==> src/core/pbl_pkg.sv <==
// pbl_pkg: constants, widths and state codes for the pushbutton/led state controller
// assumes a single 25 MHz core clock; every timer runs off a 1 ms tick derived from it
package pbl_pkg;

  localparam int unsigned CLK_HZ     = 25_000_000;
  localparam int unsigned TICK_MS    = 1;
  // cycles per timebase tick, derived from the clock rate
  localparam int unsigned TICK_CYC   = (CLK_HZ / 1000) * TICK_MS;
  localparam int unsigned TICK_W     = 15;

  localparam int unsigned DEB_MS     = 10;
  localparam int unsigned DEB_W      = 4;
  localparam int unsigned BLINK_MS   = 100;
  localparam int unsigned FLASH_MS   = 200;
  localparam int unsigned HOLD_S     = 12;
  localparam int unsigned HOLD_MS    = HOLD_S * 1000;
  localparam int unsigned PAUSE_MIN  = 15;
  localparam int unsigned PAUSE_MS   = PAUSE_MIN * 60 * 1000;
  localparam int unsigned MS_W       = 20;

  localparam logic [DEB_W-1:0]  DEB_LIM   = DEB_W'(DEB_MS);
  localparam logic [MS_W-1:0]   BLINK_LIM = MS_W'(BLINK_MS - 1);
  localparam logic [MS_W-1:0]   FLASH_LIM = MS_W'(FLASH_MS);
  localparam logic [TICK_W-1:0] TICK_RST  = 15'h0000;
  localparam logic [MS_W-1:0]   MS_RST    = 20'h00000;

  typedef enum logic [3:0] {
    PBL_OFF    = 4'h1,
    PBL_SEARCH = 4'h2,
    PBL_READY  = 4'h4,
    PBL_PAUSED = 4'h8
  } pbl_state_t;

endpackage : pbl_pkg

==> src/core/pbl_debounce.sv <==
// pbl_debounce: two-flop synchroniser and stable-time filter for the pushbutton pin
// assumes ms_tick_i is a one-cycle pulse per millisecond on core_clk_i
`timescale 1ns/1ps
module pbl_debounce
  import pbl_pkg::*;
(
  input  wire logic core_clk_i,
  input  wire logic reset_i,
  input  wire logic ms_tick_i,
  input  wire logic raw_i,
  output logic      level_o
);

  logic             sync_a;
  logic             sync_b;
  logic [DEB_W-1:0] stable_cnt;
  logic [DEB_W-1:0] next_stable_cnt;
  logic             next_level;

  always_comb
  begin
    next_stable_cnt = stable_cnt;
    next_level      = level_o;
    if (sync_b == level_o)
    begin
      next_stable_cnt = '0;
    end
    else if (ms_tick_i)
    begin
      // a level must differ for the whole window before it is taken
      if (stable_cnt == DEB_LIM - 4'h1)
      begin
        next_level      = sync_b;
        next_stable_cnt = '0;
      end
      else
      begin
        next_stable_cnt = stable_cnt + 4'h1;
      end
    end
  end

  always_ff @(posedge core_clk_i)
  begin
    if (reset_i)
    begin
      sync_a     <= 1'b0;
      sync_b     <= 1'b0;
      stable_cnt <= '0;
      level_o    <= 1'b0;
    end
    else
    begin
      sync_a     <= raw_i;
      sync_b     <= sync_a;
      stable_cnt <= next_stable_cnt;
      level_o    <= next_level;
    end
  end

endmodule : pbl_debounce

==> src/core/pbl_ctrl.sv <==
// pbl_ctrl: operating-state controller driven by one pushbutton with a status led
// assumes link_up_i and the sweep strobes come from logic on core_clk_i; button_i is a raw pin
`timescale 1ns/1ps
module pbl_ctrl
  import pbl_pkg::*;
#(
  parameter int unsigned TICK_CYC_P = TICK_CYC,
  parameter int unsigned HOLD_MS_P  = HOLD_MS,
  parameter int unsigned PAUSE_MS_P = PAUSE_MS
)
(
  input  wire logic core_clk_i,
  input  wire logic reset_i,
  input  wire logic button_i,
  input  wire logic link_up_i,
  input  wire logic sweep_start_i,
  input  wire logic sweep_end_i,
  output logic      led_o,
  output logic      power_en_o,
  output logic      measure_en_o,
  output logic      voc_capture_o,
  output logic      source_stop_o,
  output logic      unit_reset_o
);

  localparam logic [TICK_W-1:0] TICK_LIM = TICK_W'(TICK_CYC_P - 1);
  localparam logic [MS_W-1:0]   HOLD_LIM  = MS_W'(HOLD_MS_P);
  localparam logic [MS_W-1:0]   PAUSE_LIM = MS_W'(PAUSE_MS_P);

  pbl_state_t        state;
  pbl_state_t        next_state;
  logic [TICK_W-1:0] tick_cnt;
  logic [TICK_W-1:0] next_tick_cnt;
  logic              ms_tick;
  logic              btn_level;
  logic              btn_prev;
  logic [MS_W-1:0]   hold_cnt;
  logic [MS_W-1:0]   next_hold_cnt;
  logic [MS_W-1:0]   pause_cnt;
  logic [MS_W-1:0]   next_pause_cnt;
  logic [MS_W-1:0]   blink_cnt;
  logic [MS_W-1:0]   next_blink_cnt;
  logic              blink_phase;
  logic              next_blink_phase;
  logic [MS_W-1:0]   flash_cnt;
  logic [MS_W-1:0]   next_flash_cnt;
  logic              next_led;
  logic              next_voc;
  logic              next_stop;
  logic              next_reset;
  logic              release_evt;
  logic              long_hold;
  logic              short_press;
  logic              long_release;
  logic              sweep_go;

  // timebase: one pulse per millisecond keeps the long timers narrow
  always_comb
  begin
    next_tick_cnt = tick_cnt + 15'h0001;
    ms_tick       = 1'b0;
    if (tick_cnt == TICK_LIM)
    begin
      next_tick_cnt = TICK_RST;
      ms_tick       = 1'b1;
    end
  end

  pbl_debounce u_debounce (
    .core_clk_i (core_clk_i),
    .reset_i    (reset_i),
    .ms_tick_i  (ms_tick),
    .raw_i      (button_i),
    .level_o    (btn_level)
  );

  always_comb
  begin
    release_evt   = btn_prev & ~btn_level;
    long_hold     = (hold_cnt >= HOLD_LIM);
    short_press   = release_evt & ~long_hold;
    long_release  = release_evt & long_hold;
    next_hold_cnt = MS_RST;
    if (btn_level)
    begin
      next_hold_cnt = hold_cnt;
      if (ms_tick && !long_hold)
      begin
        next_hold_cnt = hold_cnt + 20'h00001;
      end
    end
  end

  // operating state sequence; a reset hold outranks every other event
  always_comb
  begin
    next_state = state;
    case (state)
      PBL_OFF:
      begin
        if (short_press || long_release)
        begin
          next_state = PBL_SEARCH;
        end
      end
      PBL_SEARCH:
      begin
        // link only appears once the host side is ready
        if (!long_release && link_up_i)
        begin
          next_state = PBL_READY;
        end
      end
      PBL_READY:
      begin
        // lost link goes back to search
        if (long_release || !link_up_i)
        begin
          next_state = PBL_SEARCH;
        end
        else if (short_press)
        begin
          next_state = PBL_PAUSED;
        end
      end
      PBL_PAUSED:
      begin
        if (long_release)
        begin
          next_state = PBL_SEARCH;
        end
        else if (short_press)
        begin
          next_state = link_up_i ? PBL_READY : PBL_SEARCH;
        end
        else if (!btn_level && ms_tick && (pause_cnt >= PAUSE_LIM))
        begin
          next_state = PBL_OFF;
        end
      end
      default:
      begin
        next_state = PBL_OFF;
      end
    endcase
  end

  // pause timer, cleared on leaving pause
  always_comb
  begin
    next_pause_cnt = MS_RST;
    if (state == PBL_PAUSED)
    begin
      next_pause_cnt = pause_cnt;
      if (ms_tick && (pause_cnt < PAUSE_LIM))
      begin
        next_pause_cnt = pause_cnt + 20'h00001;
      end
    end
  end

  always_comb
  begin
    next_blink_cnt   = MS_RST;
    next_blink_phase = 1'b1;
    if (state == PBL_SEARCH)
    begin
      next_blink_cnt   = blink_cnt;
      next_blink_phase = blink_phase;
      if (ms_tick)
      begin
        if (blink_cnt == BLINK_LIM)
        begin
          next_blink_cnt   = MS_RST;
          next_blink_phase = ~blink_phase;
        end
        else
        begin
          next_blink_cnt = blink_cnt + 20'h00001;
        end
      end
    end
  end

  // sweeps start only when enabled; a pending button event takes the cycle first
  always_comb
  begin
    sweep_go       = sweep_start_i && (state == PBL_READY) && !release_evt;
    next_flash_cnt = flash_cnt;
    if (sweep_go)
    begin
      next_flash_cnt = FLASH_LIM;
    end
    else if (state != PBL_READY)
    begin
      next_flash_cnt = MS_RST;
    end
    else if (ms_tick && (flash_cnt != MS_RST))
    begin
      next_flash_cnt = flash_cnt - 20'h00001;
    end
  end

  // led and strobe outputs, each one held in a register below
  always_comb
  begin
    next_led = 1'b0;
    case (state)
      PBL_SEARCH: next_led = blink_phase;
      PBL_READY:  next_led = (flash_cnt == MS_RST);
      PBL_PAUSED: next_led = 1'b0;
      default:    next_led = 1'b0;
    endcase
    next_voc   = sweep_go;
    next_stop  = sweep_end_i && (state != PBL_OFF);
    next_reset = long_release;
  end

  always_ff @(posedge core_clk_i)
  begin
    if (reset_i)
    begin
      state         <= PBL_OFF;
      tick_cnt      <= TICK_RST;
      btn_prev      <= 1'b0;
      hold_cnt      <= MS_RST;
      pause_cnt     <= MS_RST;
      blink_cnt     <= MS_RST;
      blink_phase   <= 1'b1;
      flash_cnt     <= MS_RST;
      led_o         <= 1'b0;
      voc_capture_o <= 1'b0;
      source_stop_o <= 1'b0;
      unit_reset_o  <= 1'b0;
    end
    else
    begin
      state         <= next_state;
      tick_cnt      <= next_tick_cnt;
      btn_prev      <= btn_level;
      hold_cnt      <= next_hold_cnt;
      pause_cnt     <= next_pause_cnt;
      blink_cnt     <= next_blink_cnt;
      blink_phase   <= next_blink_phase;
      flash_cnt     <= next_flash_cnt;
      led_o         <= next_led;
      voc_capture_o <= next_voc;
      source_stop_o <= next_stop;
      unit_reset_o  <= next_reset;
    end
  end

  assign power_en_o   = (state != PBL_OFF);
  assign measure_en_o = (state == PBL_READY);

  property p_power_on;
    @(posedge core_clk_i) disable iff (reset_i)
      (state == PBL_OFF && short_press) |=> (state == PBL_SEARCH) && power_en_o;
  endproperty
  a_power_on: assert property (p_power_on) else $error("press while off did not start search");

  property p_search_blink;
    @(posedge core_clk_i) disable iff (reset_i)
      (state == PBL_SEARCH && ms_tick && blink_cnt == BLINK_LIM && next_state == PBL_SEARCH)
        |=> ##1 (led_o != $past(led_o));
  endproperty
  a_search_blink: assert property (p_search_blink) else $error("search led did not toggle");

  property p_ready_steady;
    @(posedge core_clk_i) disable iff (reset_i)
      (state == PBL_READY && flash_cnt == MS_RST)[*2] |-> led_o;
  endproperty
  a_ready_steady: assert property (p_ready_steady) else $error("enabled led not on");

  property p_pause_blocks;
    @(posedge core_clk_i) disable iff (reset_i)
      (state == PBL_READY && link_up_i && short_press && !long_release)
        |=> !measure_en_o ##1 !voc_capture_o;
  endproperty
  a_pause_blocks: assert property (p_pause_blocks) else $error("pause did not block sweeps");

  property p_pause_dark;
    @(posedge core_clk_i) disable iff (reset_i)
      (state == PBL_PAUSED)[*2] |-> !led_o && !voc_capture_o;
  endproperty
  a_pause_dark: assert property (p_pause_dark) else $error("led lit while paused");

  property p_auto_off;
    @(posedge core_clk_i) disable iff (reset_i)
      (state == PBL_PAUSED && pause_cnt >= PAUSE_LIM && ms_tick && !btn_level && !release_evt)
        |=> (state == PBL_OFF) && !power_en_o;
  endproperty
  a_auto_off: assert property (p_auto_off) else $error("idle pause did not power off");

  property p_resume;
    @(posedge core_clk_i) disable iff (reset_i)
      (state == PBL_PAUSED && short_press && link_up_i) |=> measure_en_o;
  endproperty
  a_resume: assert property (p_resume) else $error("press while paused did not resume");

  property p_flash;
    @(posedge core_clk_i) disable iff (reset_i)
      (sweep_go && link_up_i) |=> voc_capture_o && (flash_cnt == FLASH_LIM) ##1 !led_o;
  endproperty
  a_flash: assert property (p_flash) else $error("sweep start gave no flash");

  property p_link_lost;
    @(posedge core_clk_i) disable iff (reset_i)
      (state == PBL_READY && !link_up_i) |=> (state == PBL_SEARCH) && !measure_en_o;
  endproperty
  a_link_lost: assert property (p_link_lost) else $error("lost link not back to search");

  property p_long_reset;
    @(posedge core_clk_i) disable iff (reset_i)
      (release_evt && hold_cnt >= HOLD_LIM)
        |=> unit_reset_o && (state == PBL_SEARCH) ##1 !unit_reset_o;
  endproperty
  a_long_reset: assert property (p_long_reset) else $error("long hold did not reset");

  property p_long_not_short;
    @(posedge core_clk_i) disable iff (reset_i)
      (release_evt && long_hold && state == PBL_READY) |=> state != PBL_PAUSED;
  endproperty
  a_long_not_short: assert property (p_long_not_short) else $error("long hold paused unit");

  property p_voc_only_enabled;
    @(posedge core_clk_i) disable iff (reset_i)
      voc_capture_o |-> $past(state == PBL_READY) && $past(sweep_start_i);
  endproperty
  a_voc_only_enabled: assert property (p_voc_only_enabled) else $error("voc without sweep");

  property p_source_stop;
    @(posedge core_clk_i) disable iff (reset_i)
      (sweep_end_i && power_en_o) |=> source_stop_o;
  endproperty
  a_source_stop: assert property (p_source_stop) else $error("source not stopped at end");

endmodule : pbl_ctrl

==> config.mk <==
export PLATFORM = sky130hd
export DESIGN_NAME = pbl_ctrl
export DESIGN_NICKNAME = d
export VERILOG_FILES = /design/src/core/pbl_pkg.sv /design/src/core/pbl_debounce.sv /design/src/core/pbl_ctrl.sv
export SDC_FILE = /design/constraint.sdc
export NUM_CORES = 1
export LEC_CHECK = 0
export ABC_AREA = 1
export BUFFER_PORTS_ARGS = -buffer_cell sky130_fd_sc_hd__buf_2
export CAP_MARGIN = 15
export CORE_UTILIZATION = 40
export CTS_BUF_LIST = sky130_fd_sc_hd__clkbuf_4
export DETAILED_ROUTE_END_ITERATION = 12
export GPL_ROUTABILITY_DRIVEN = 0
export PLACE_DENSITY_LB_ADDON = 0.1
export RECOVER_POWER = 50
export SLEW_MARGIN = 5
export SYNTH_ARGS = -nofsm -noshare
export SYNTH_HDL_FRONTEND = slang
export SYNTH_SLANG_ARGS = --single-unit
==> constraint.sdc <==
create_clock -name core_clk_i -period 2.4 [get_ports core_clk_i]
set_input_delay 0.12 -clock core_clk_i [delete_from_list [all_inputs] [get_ports core_clk_i]]
set_output_delay 0.12 -clock core_clk_i [all_outputs]
set_load 0.005 [all_outputs]
==> qor.csv, run 1 <==
metric,value,unit
Synth Register Bits,112,
Post-Place Cells,1046,
Netlist Area Pre-Place,5703,µm²
Hold Path End,u_debounce.sync_b,
Sink Count,112,
number of global-route vias before repair,4967,
Num CTS Buffers,9,
top_reg_cell synth,dfxtp_1,
Overall Global Routing Usage,0.1867,
Post-Synthesis Cells,855,
Final Critical Period,2.086,ns
first-pass GRT wire length,22160,µm
antenna diode count,0,
hpwl dp,9746,µm
Worst Reg-to-Reg Cells,10,
Fin Setup TNS,0,ns
critical-path maximum fanout,10,
crit path kind,reg2reg,
global-route congestion overflow total,0,
ys async rst share,0,
row cnt,43,
final non-filler cell total,1068,
vias per cell,4.920,
Internal,2.305,mW
"Avg Cell Area, Syn",6.670,µm²
DIE AREA,14740,µm²
Tightest Pin Transition,0.7081,ns
max_cap viols,0,
fmax,479.4,MHz
vias post-DR,5255,
Critical Path Sink Type,flip-flop,
Comb power frac,0.059,
core footprint,13880,µm²
Final Cycle Share,0.8692,
Fin. Hold Viols,0,
clock skew,0.04180,ns
Slew Limit Fails,0,
RSZ-0062 raised after global routing,no,
# setup viols final,0,
YS warnings,0,
Critical R2R Launch,tick_cnt[0],
"Net Count, Synth",868,
"area leader, netlist",dfxtp_1,
Crit path required time,2.84,ns
H-tree Lvls,3,
drt drc,0,
Post-Route WL,12930,µm
Post-synth EDFFs,0,
hold slack,0.4178,ns
Slew HR,0.5279,
Seq pwr share,0.605,
root buffer cell,clkbuf_4,
"count leader, synth",nand2_1,
CTS Buffer Depth,2,
share of the core filled with cells,0.4462,
clk_lat worst skew,0.52,ns
io pins,12,
Area Growth Syn to Fin,8.600,%
Die X,121.4,µm
initial antenna violation count,0,
Pre-Repair DR Iteration Count,5,
"top cells by area, synth","dfxtp_1, nand2_1, inv_1",
area share of the largest cell type after synthesis,0.3932,
Peak VDD IR,328.2,µV
power per cell area,505.7,nW/µm²
starting density of the core,0.4109,
fraction of layout cells with a size suffix above 1,0.04054,
Hold Path Class,reg2reg,
Nets,896,
min-delay src,u_debounce.sync_a,
R2R Setup Slk,0.31,ns
CTS tree,built,
Worst-path clk slew,0.21,ns
port bufs,11,
register area share after synthesis,0.3932,
Vert. Die Dim,121.4,µm
DRT antenna net count,0,
Psw,827.7,µW
startpoint class of the critical path,flip-flop,
outcome,finished clean,
Clk network pwr share,0.336,
crit path DAT,2.53,ns
switching part of the total,0.2642,
Post-synth top cells,"nand2_1, inv_1, nor2_1",
initial drt markers,384,
RR Endpoint,hold_cnt[7],
pin count of the biggest net entering global routing,22,
Netlist cell types,39,
Leak,2.275,nW
Min-Delay Path Depth,2,
Wirelength per Cell,12.10,µm
[worst max-delay path: stages, from the launching register on]
cell	delay (ns)
dfxtp_1	0.39
ha_1	0.24
nand2_1	0.07
nor2_1	0.10
nand2_1	0.09
nor2_4	0.25
nand2_1	0.28
nor2_1	0.29
nand2_1	0.10
nand2_1	0.07
nor3b_1	0.15
[stage by stage]
step                setup slack, ns  cell area, µm²  total power, mW
finish                       0.3140            6193            3.132
global route                0.02208            6193            3.277
CTS                          0.3290            6223            3.198
detailed placement           0.3740            6000            2.119
global placement             0.3956            6000            2.120
floorplan                    0.6779            5703            2.054
[worst max path at each step]
| stage | endpoint | start | cells after the start |
|---|---|---|---|
| after floorplan | blink_cnt[16] | tick_cnt[0] | 12 |
| after global placement | blink_cnt[10] | tick_cnt[0] | 11 |
| after detailed placement | blink_cnt[9] | tick_cnt[0] | 11 |
| after CTS | pause_cnt[12] | tick_cnt[0] | 10 |
| after global routing | blink_cnt[16] | tick_cnt[0] | 12 |
| final | hold_cnt[7] | tick_cnt[0] | 10 |
[power groups by stage]
| stage | Clock (mW) | Sequential [mW] | Combinational (mW) |
|---|---|---|---|
| global placement | 0 | 1.93 | 0.187 |
| finish | 1.05 | 1.90 | 0.185 |
| global route | 1.17 | 1.90 | 0.208 |
| CTS | 1.11 | 1.90 | 0.194 |
| detailed placement | 0 | 1.93 | 0.186 |
| floorplan | 0 | 1.93 | 0.121 |
[placed cells by master (no fill, tap or decap), types with 2 or more instances in the layout]
| master | instances |
|---|---|
| nand3b_1 | 4 |
| nor2_1 | 131 |
| clkinv_1 | 2 |
| ha_1 | 7 |
| inv_1 | 131 |
| nand3_1 | 51 |
| o21ai_0 | 33 |
| xnor2_1 | 6 |
| dfxtp_1 | 112 |
| nor4_1 | 11 |
| a21oi_1 | 64 |
| or2_0 | 2 |
| clkbuf_4 | 9 |
| o211ai_1 | 3 |
| buf_2 | 8 |
| nand2_1 | 182 |
| xor2_1 | 16 |
| nor3b_1 | 10 |
| clkbuf_1 | 5 |
| nor3_1 | 39 |
| o21a_1 | 3 |
| nand4_1 | 25 |
| inv_8 | 3 |
| nor2_4 | 3 |
| dlygate4sd3_1 | 6 |
| buf_4 | 3 |
[layout make-up]
cell class | count | area [µm²]
fill | 1476 | 7687
inverter | 133 | 499.2
timing repair buffer | 22 | 141.4
clock inverter | 7 | 96.34
multi-input combinational | 605 | 2922
clock buffer | 9 | 67.56
sequential | 112 | 2242
tap | 180 | 225.2
[registers in the layout, summed over array words and instances, names as in the netlist, 4 cells and up]
| register | count |
|---|---|
| blink_cnt | 20 |
| state | 4 |
| hold_cnt | 20 |
| tick_cnt | 15 |
| flash_cnt | 20 |
| u_debounce.stable_cnt | 4 |
| pause_cnt | 20 |
[metal layers]
layer	part of all wire	global-route usage
met3	0.032	0.04699
met5	0	0
met4	0.012	0.05478
met2	0.47	0.3100
met1	0.49	0.2365
[cells by family (layout without fill, tap and decap cells)]
kind of cell | Yosys count | in the layout | share of synthesized area
and+or+nand+nor | 463 | 463 | 0.3605
buffers and inverters | 138 | 171 | 0.09127
AOI/OAI and AO/OA | 113 | 113 | 0.1060
DFF | 112 | 112 | 0.3932
xor gates and xnor gates | 22 | 22 | 0.03379
adders and majority gates | 7 | 7 | 0.01536
[what timing repair did]
item	in CTS	in global routing
hold buffers	6	0
resized for setup	0	0
buffers inserted	0	0
hold endpoints to repair	8	0
Power figures use the tool's default switching activity.
==> run 2, diff against run 1 <==
==> constraint.sdc (replaced) <==
create_clock -name core_clk_i -period 2.4 [get_ports core_clk_i]
set_input_delay 0.48 -clock core_clk_i [delete_from_list [all_inputs] [get_ports core_clk_i]]
set_output_delay 0.48 -clock core_clk_i [all_outputs]
set_load 0.02 [all_outputs]
==> run 2 against run 1 <==
Effect of this change: clock skew fell by 0.013 ns; critical path depth did not move; wire length barely moved; non-clock buffer count fell by 4; critical endpoint is now pause_cnt[12]; sequential share of layout area rose by 0.46 points; fmax rose by 0.56%; largest power group unchanged; global-route usage rose by 0.28 points; clock power fell by 12%; first-iteration DRC count fell by 16%; setup slack improved by 0.012 ns; cell count fell by 0.37%; clock-buffer cell count rose by 1.
==> qor.csv, run 2 (synthesized netlist as in run 1, its figures left out) <==
metric,value,unit,change
root buffer cell,clkbuf_4,,
drt drc,0,,unchanged
Slew HR,0.5141,,-0.01376
Area Growth Syn to Fin,7.240,%,
global-route congestion overflow total,0,,unchanged
routing usage on met3,0.04652,,-0.0004699
"Design Area, Final",6116,µm²,-1.3%
Pre-Repair DR Iteration Count,5,,unchanged
antenna diode count,0,,unchanged
fmax,482.1,MHz,+0.56%
Slew Limit Fails,0,,unchanged
pin count of the biggest net entering global routing,20,,-9.1%
final non-filler cell total,1064,,-0.37%
Post-Route WL,12920,µm,about the same
Hold Path Class,in2reg,,
critical-path maximum fanout,9,,-1
number of global-route vias before repair,5003,,+0.72%
Die X,121.4,µm,unchanged
Nets,892,,-0.45%
io pins,12,,unchanged
"commonest non-fill, non-tap cells in the layout","nand2_1, inv_1, nor2_1",,
core footprint,13880,µm²,unchanged
crit path kind,reg2reg,,
vias per cell,4.992,,+1.5%
dpl ws,0.3382,ns,-0.03576 ns
Worst-path clk slew,0.20,ns,about the same
clk_lat worst skew,0.51,ns,about the same
Tightest Pin Transition,0.7288,ns,+0.02064 ns
filler instances,1477,,+0.068%
Critical Path Sink Type,flip-flop,,
Crit path required time,2.77,ns,-0.07 ns
startpoint class of the critical path,flip-flop,,
first-pass GRT wire length,22600,µm,+2.0%
CTS tree,built,,
max_cap viols,0,,unchanged
# setup viols final,0,,unchanged
Leak,2.238,nW,-1.6%
initial drt markers,321,,-16%
vias post-DR,5312,,+1.1%
Num CTS Buffers,9,,unchanged
H-tree Lvls,3,,unchanged
Peak VDD IR,287.2,µV,-12%
Post-Place Cells,1048,,+0.19%
DRT antenna net count,0,,unchanged
post-route setup slack,0.3256,ns,+0.01162 ns
# hold bufs at CTS,0,,-6
met1 Track Usage GR,0.2456,,+0.009025
Fin Setup TNS,0,ns,unchanged
hold slack,0.1923,ns,-0.2255 ns
Fin. Hold Viols,0,,unchanged
"most common cell after layout, fill and taps aside",nand2_1,,
"Setup Fix Bufs, Post-CTS",0,,unchanged
clock skew,0.02835,ns,-0.01345 ns
Final Critical Period,2.074,ns,-0.01162 ns
outcome,finished clean,,
initial antenna violation count,0,,unchanged
Sink Count,112,,unchanged
fraction of layout cells with a size suffix above 1,0.04299,,+0.002446
Overall Global Routing Usage,0.1895,,+0.002839
starting density of the core,0.4109,,unchanged
global route hottest layer,met2,,
port bufs,11,,unchanged
RSZ-0062 raised after global routing,no,,
Vert. Die Dim,121.4,µm,unchanged
CTS Buffer Depth,2,,unchanged
Area after DPL,6015,µm²,+0.25%
crit path DAT,2.44,ns,-0.09 ns
DIE AREA,14740,µm²,unchanged
CTS resizes,0,,unchanged
Final Cycle Share,0.8643,,-0.004841
power per cell area,493.4,nW/µm²,-2.4%
Wirelength per Cell,12.14,µm,+0.28%
hpwl dp,9739,µm,about the same
row cnt,43,,unchanged
M2 GR Usage,0.3129,,+0.002841
run 2: power breakdown:
group / internal (mW) / total [mW] / leakage (nW) / switching [mW]
clock network: 0.242 / 0.919 / 0.0733 / 0.677
logic: 0.0735 / 0.203 / 1.26 / 0.130
registers: 1.88 / 1.90 / 0.903 / 0.0118
run 2: path summary, 6_finish.rpt:
check                          from           endpoint  slack, ns  cells past startpoint
setup / recovery        tick_cnt[0]      pause_cnt[12]       0.33                     10
setup reg to reg        tick_cnt[0]      pause_cnt[12]       0.33                     10
hold reg to reg   u_debounce.sync_a  u_debounce.sync_b       0.42                      2
hold / removal             button_i  u_debounce.sync_a       0.19                      3
run 2: routing by layer:
| layer | wire (µm) | part of all wire |
|---|---|---|
| met1 | 6316 | 0.49 |
| met3 | 461 | 0.036 |
| met4 | 130 | 0.010 |
| met5 | 0 | 0 |
| met2 | 6006 | 0.47 |
run 2: worst max-delay path: stages, from the launching register on:
cell and delay, ns:
dfxtp_1 0.38, ha_1 0.24, nand2_1 0.07, nor2_1 0.10, nand2_1 0.09, nor2_4 0.24
inv_1 0.19, nor2_4 0.23, nand2_1 0.13, o21ai_0 0.19, a21oi_1 0.09
run 2: cell type report:
cell class / instances / area [µm²] / area share
clock inverter: 6 / 51.30 / 0.008388
inverter: 133 / 499.2 / 0.08163
tap: 180 / 225.2 / 0.03682
timing repair buffer: 18 / 93.84 / 0.01534
multi-input combinational: 605 / 2929 / 0.4789
sequential: 112 / 2242 / 0.3666
clock buffer: 10 / 75.07 / 0.01227
run 2: metrics by stage:
stage	power, mW	util
2_1_floorplan	2.071	-
3_3_place_gp	2.136	0.4333
3_5_place_dp	2.140	0.4333
4_1_cts	3.071	0.4424
5_1_grt	3.166	0.4406
6_report	3.017	0.4406
==> run 3, diff against run 2 <==
Settings changed: ABC_AREA 1 to unset, SKIP_LAST_GASP set to 1, SYNTH_HIERARCHICAL set to 1.
==> run 3 against run 2 <==
Effect of this change: clock skew fell by 0.018 ns; total power is 5.4% higher; setup slack lost 0.30 ns; via count down 14%; highest routed layer unchanged; largest cell class unchanged; sequential power increased by 2%.
==> qor.csv, run 3 <==
metric,value,unit,change
RSZ-0062 raised after global routing,yes,,
Worst-path clk slew,0.16,ns,-0.04 ns
H-tree Lvls,3,,unchanged
Critical Path Source,tick_cnt[10],,
Slew Limit Fails,0,,unchanged
vias per cell,5.402,,+8.2%
"top cells by area, synth","dfxtp_1, xnor2_1, nor2_1",,
Post-Synthesis Cells,616,,-28%
root buffer cell,clkbuf_4,,
startpoint class of the critical path,flip-flop,,
switching part of the total,0.2676,,-0.003521
clock skew,0.01072,ns,-0.01763 ns
Final Critical Period,2.369,ns,+0.2951 ns
"area leader, netlist",dfxtp_1,,
Synth Register Bits,112,,unchanged
Die X,117.2,µm,-3.5%
drt drc,0,,unchanged
Internal,2.328,mW,+5.9%
Critical Path Sink Type,flip-flop,,
hold slack,0.2188,ns,+0.02650 ns
Sink Count,112,,unchanged
max_cap viols,0,,unchanged
YS warnings,6,,+6
core footprint,12770,µm²,-8.0%
Netlist cell types,68,,+74%
row cnt,41,,-4.7%
outcome,finished clean,,
"count leader, synth",dfxtp_1,,
# setup viols final,0,,unchanged
final non-filler cell total,841,,-21%
Final Cycle Share,0.9873,,+0.1230
Wirelength per Cell,13.67,µm,+13%
Peak VDD IR,179.6,µV,-37%
Nets,677,,-24%
global-route congestion overflow total,0,,unchanged
io pins,12,,unchanged
clk_lat worst skew,0.48,ns,-0.03 ns
CTS tree,built,,
critical-path maximum fanout,6,,-3
hpwl dp,7980,µm,-18%
Fin. Hold Viols,0,,unchanged
Comb power frac,0.100,,+0.033
DRT antenna net count,0,,unchanged
filler instances,1253,,-15%
Clk network pwr share,0.289,,-0.016
Leak,2.027,nW,-9.4%
Psw,850.6,µW,+4.0%
Crit path required time,2.79,ns,+0.02 ns
Post-Route WL,11500,µm,-11%
first-pass GRT wire length,19020,µm,-16%
R2R Setup Slk,0.03,ns,-0.30 ns
DIE AREA,13740,µm²,-6.8%
crit path DAT,2.75,ns,+0.31 ns
area share of the largest cell type after synthesis,0.4223,,+0.02919
Min-Delay Path Depth,2,,-1
"most common cell after layout, fill and taps aside",dfxtp_1,,
CTS Buffer Depth,2,,unchanged
Tightest Pin Transition,0.7248,ns,-0.003976 ns
"Avg Cell Area, Syn",8.618,µm²,+29%
Vert. Die Dim,117.2,µm,-3.5%
starting density of the core,0.4156,,+0.004761
"commonest non-fill, non-tap cells in the layout","dfxtp_1, nor2_1, nand2_1",,
Hold Path Class,in2reg,,
min-delay src,sweep_end_i,,
antenna diode count,0,,unchanged
"Net Count, Synth",629,,-28%
pin count of the biggest net entering global routing,21,,+5.0%
Pre-Repair DR Iteration Count,4,,-1
initial antenna violation count,0,,unchanged
ys async rst share,0,,unchanged
PnR Total Power,3.179,mW,+5.4%
Critical R2R Launch,tick_cnt[10],,
Slew HR,0.5154,,+0.001296
crit path kind,reg2reg,,
Post-synth top cells,"dfxtp_1, nor2_1, nand2_1",,
Num CTS Buffers,9,,unchanged
initial drt markers,269,,-16%
Post-synth EDFFs,0,,unchanged
Overall Global Routing Usage,0.1774,,-0.01214
# hold bufs at CTS,0,,unchanged
Area Growth Syn to Fin,14.64,%,
port bufs,11,,unchanged
register area share after synthesis,0.4223,,+0.02919
RR Endpoint,hold_cnt[1],,
post-route setup slack,0.03054,ns,-0.2951 ns
vias post-DR,4543,,-14%
dpl ws,-0.1415,ns,-0.4797 ns
Seq pwr share,0.611,,-0.017
top_reg_cell synth,dfxtp_1,,
fmax,422.0,MHz,-12%
Post-Place Cells,821,,-22%
power per cell area,522.4,nW/µm²,+5.9%
Hold Path End,source_stop_o,,
fraction of layout cells with a size suffix above 1,0.1405,,+0.09752
number of global-route vias before repair,4107,,-18%
Worst Reg-to-Reg Cells,8,,-2
Netlist Area Pre-Place,5309,µm²,-6.9%
run 3: cell types whose count changed after synthesis, sizes merged, moves of 10 or more:
cell / change
nor4: +10
xnor2: +28
or4: +16
or3: +24
nand2: -131
a21oi: -28
nor2: -59
nand3: -26
inv: -113
a31oi: +10
nand4: -16
nor3: -22
run 3: cell type report:
| class | count | area [µm²] | share of cell area |
|---|---|---|---|
| Multi-Input combinational cell | 463 | 2970 | 0.4881 |
| Clock inverter | 7 | 61.31 | 0.01007 |
| Clock buffer | 9 | 67.56 | 0.01110 |
| Sequential cell | 112 | 2243 | 0.3686 |
| Tap cell | 172 | 215.2 | 0.03536 |
| Timing Repair Buffer | 58 | 440.4 | 0.07237 |
| Inverter | 20 | 87.58 | 0.01439 |
run 3: how the worst max path moves through the flow:
stage / end / slack (ns) / depth (start not counted)
2_1_floorplan: hold_cnt[11] / 0.008 / 6
3_3_place_gp: hold_cnt[11] / -0.09 / 7
3_5_place_dp: hold_cnt[11] / -0.14 / 7
4_1_cts: hold_cnt[10] / 0.01 / 6
5_1_grt: flash_cnt[16] / -0.06 / 6
6_report: hold_cnt[1] / 0.03 / 8
run 3: repair_timing:
item,in CTS,in global routing
endpoints found under the setup margin,57,26
setup buffers,0,3
hold endpoints to repair,0,0
pin swaps,2,1
cloned,1,0
gates resized for setup,4,14
run 3: per-stage QoR:
stage | utilization | instance area [µm²] | setup TNS, ns
floorplan | - | 5315 | 0
global placement | 0.4565 | 5831 | -1.404
detailed placement | 0.4565 | 5831 | -2.781
CTS | 0.4687 | 5987 | 0
global route | 0.4764 | 6086 | -0.2895
finish | 0.4764 | 6086 | 0
run 3: kinds of logic (layout without fill, tap and decap cells):
logic type | count (synthesis) | after routing | share of synthesized area
buffers and inverters | 41 | 94 | 0.03677
AOI/OAI and AO/OA | 119 | 119 | 0.1487
muxes | 3 | 3 | 0.005657
and+or+nand+nor | 288 | 288 | 0.2941
DFF | 112 | 112 | 0.4223
xor gates and xnor gates | 46 | 46 | 0.07589
adders and majority gates | 7 | 7 | 0.01650
run 3: routing by layer:
layer / global-route usage / wire [µm] / up-vias
met5: 0 / 0 / -
met4: 0.07764 / 214 / 0
met3: 0.03193 / 227 / 15
met2: 0.2886 / 5302 / 43
met1: 0.2297 / 5752 / 2152
li1: - / - / 2333
run 3: power groups by stage:
stage	registers (mW)	clock network [mW]	logic [mW]
global placement	1.98	0	0.314
floorplan	1.97	0	0.224
detailed placement	1.98	0	0.318
global route	1.95	1.04	0.354
CTS	1.94	0.967	0.320
finish	1.94	0.917	0.319
run 3: critical path, cell delays in order, from the launching register on:
cell and delay (ns):
dfxtp_1 0.34, or4_1 0.51, or4_4 0.49, buf_4 0.21
buf_4 0.17, nor3_1 0.18, buf_4 0.15, mux2i_1 0.17
nor2_1 0.05
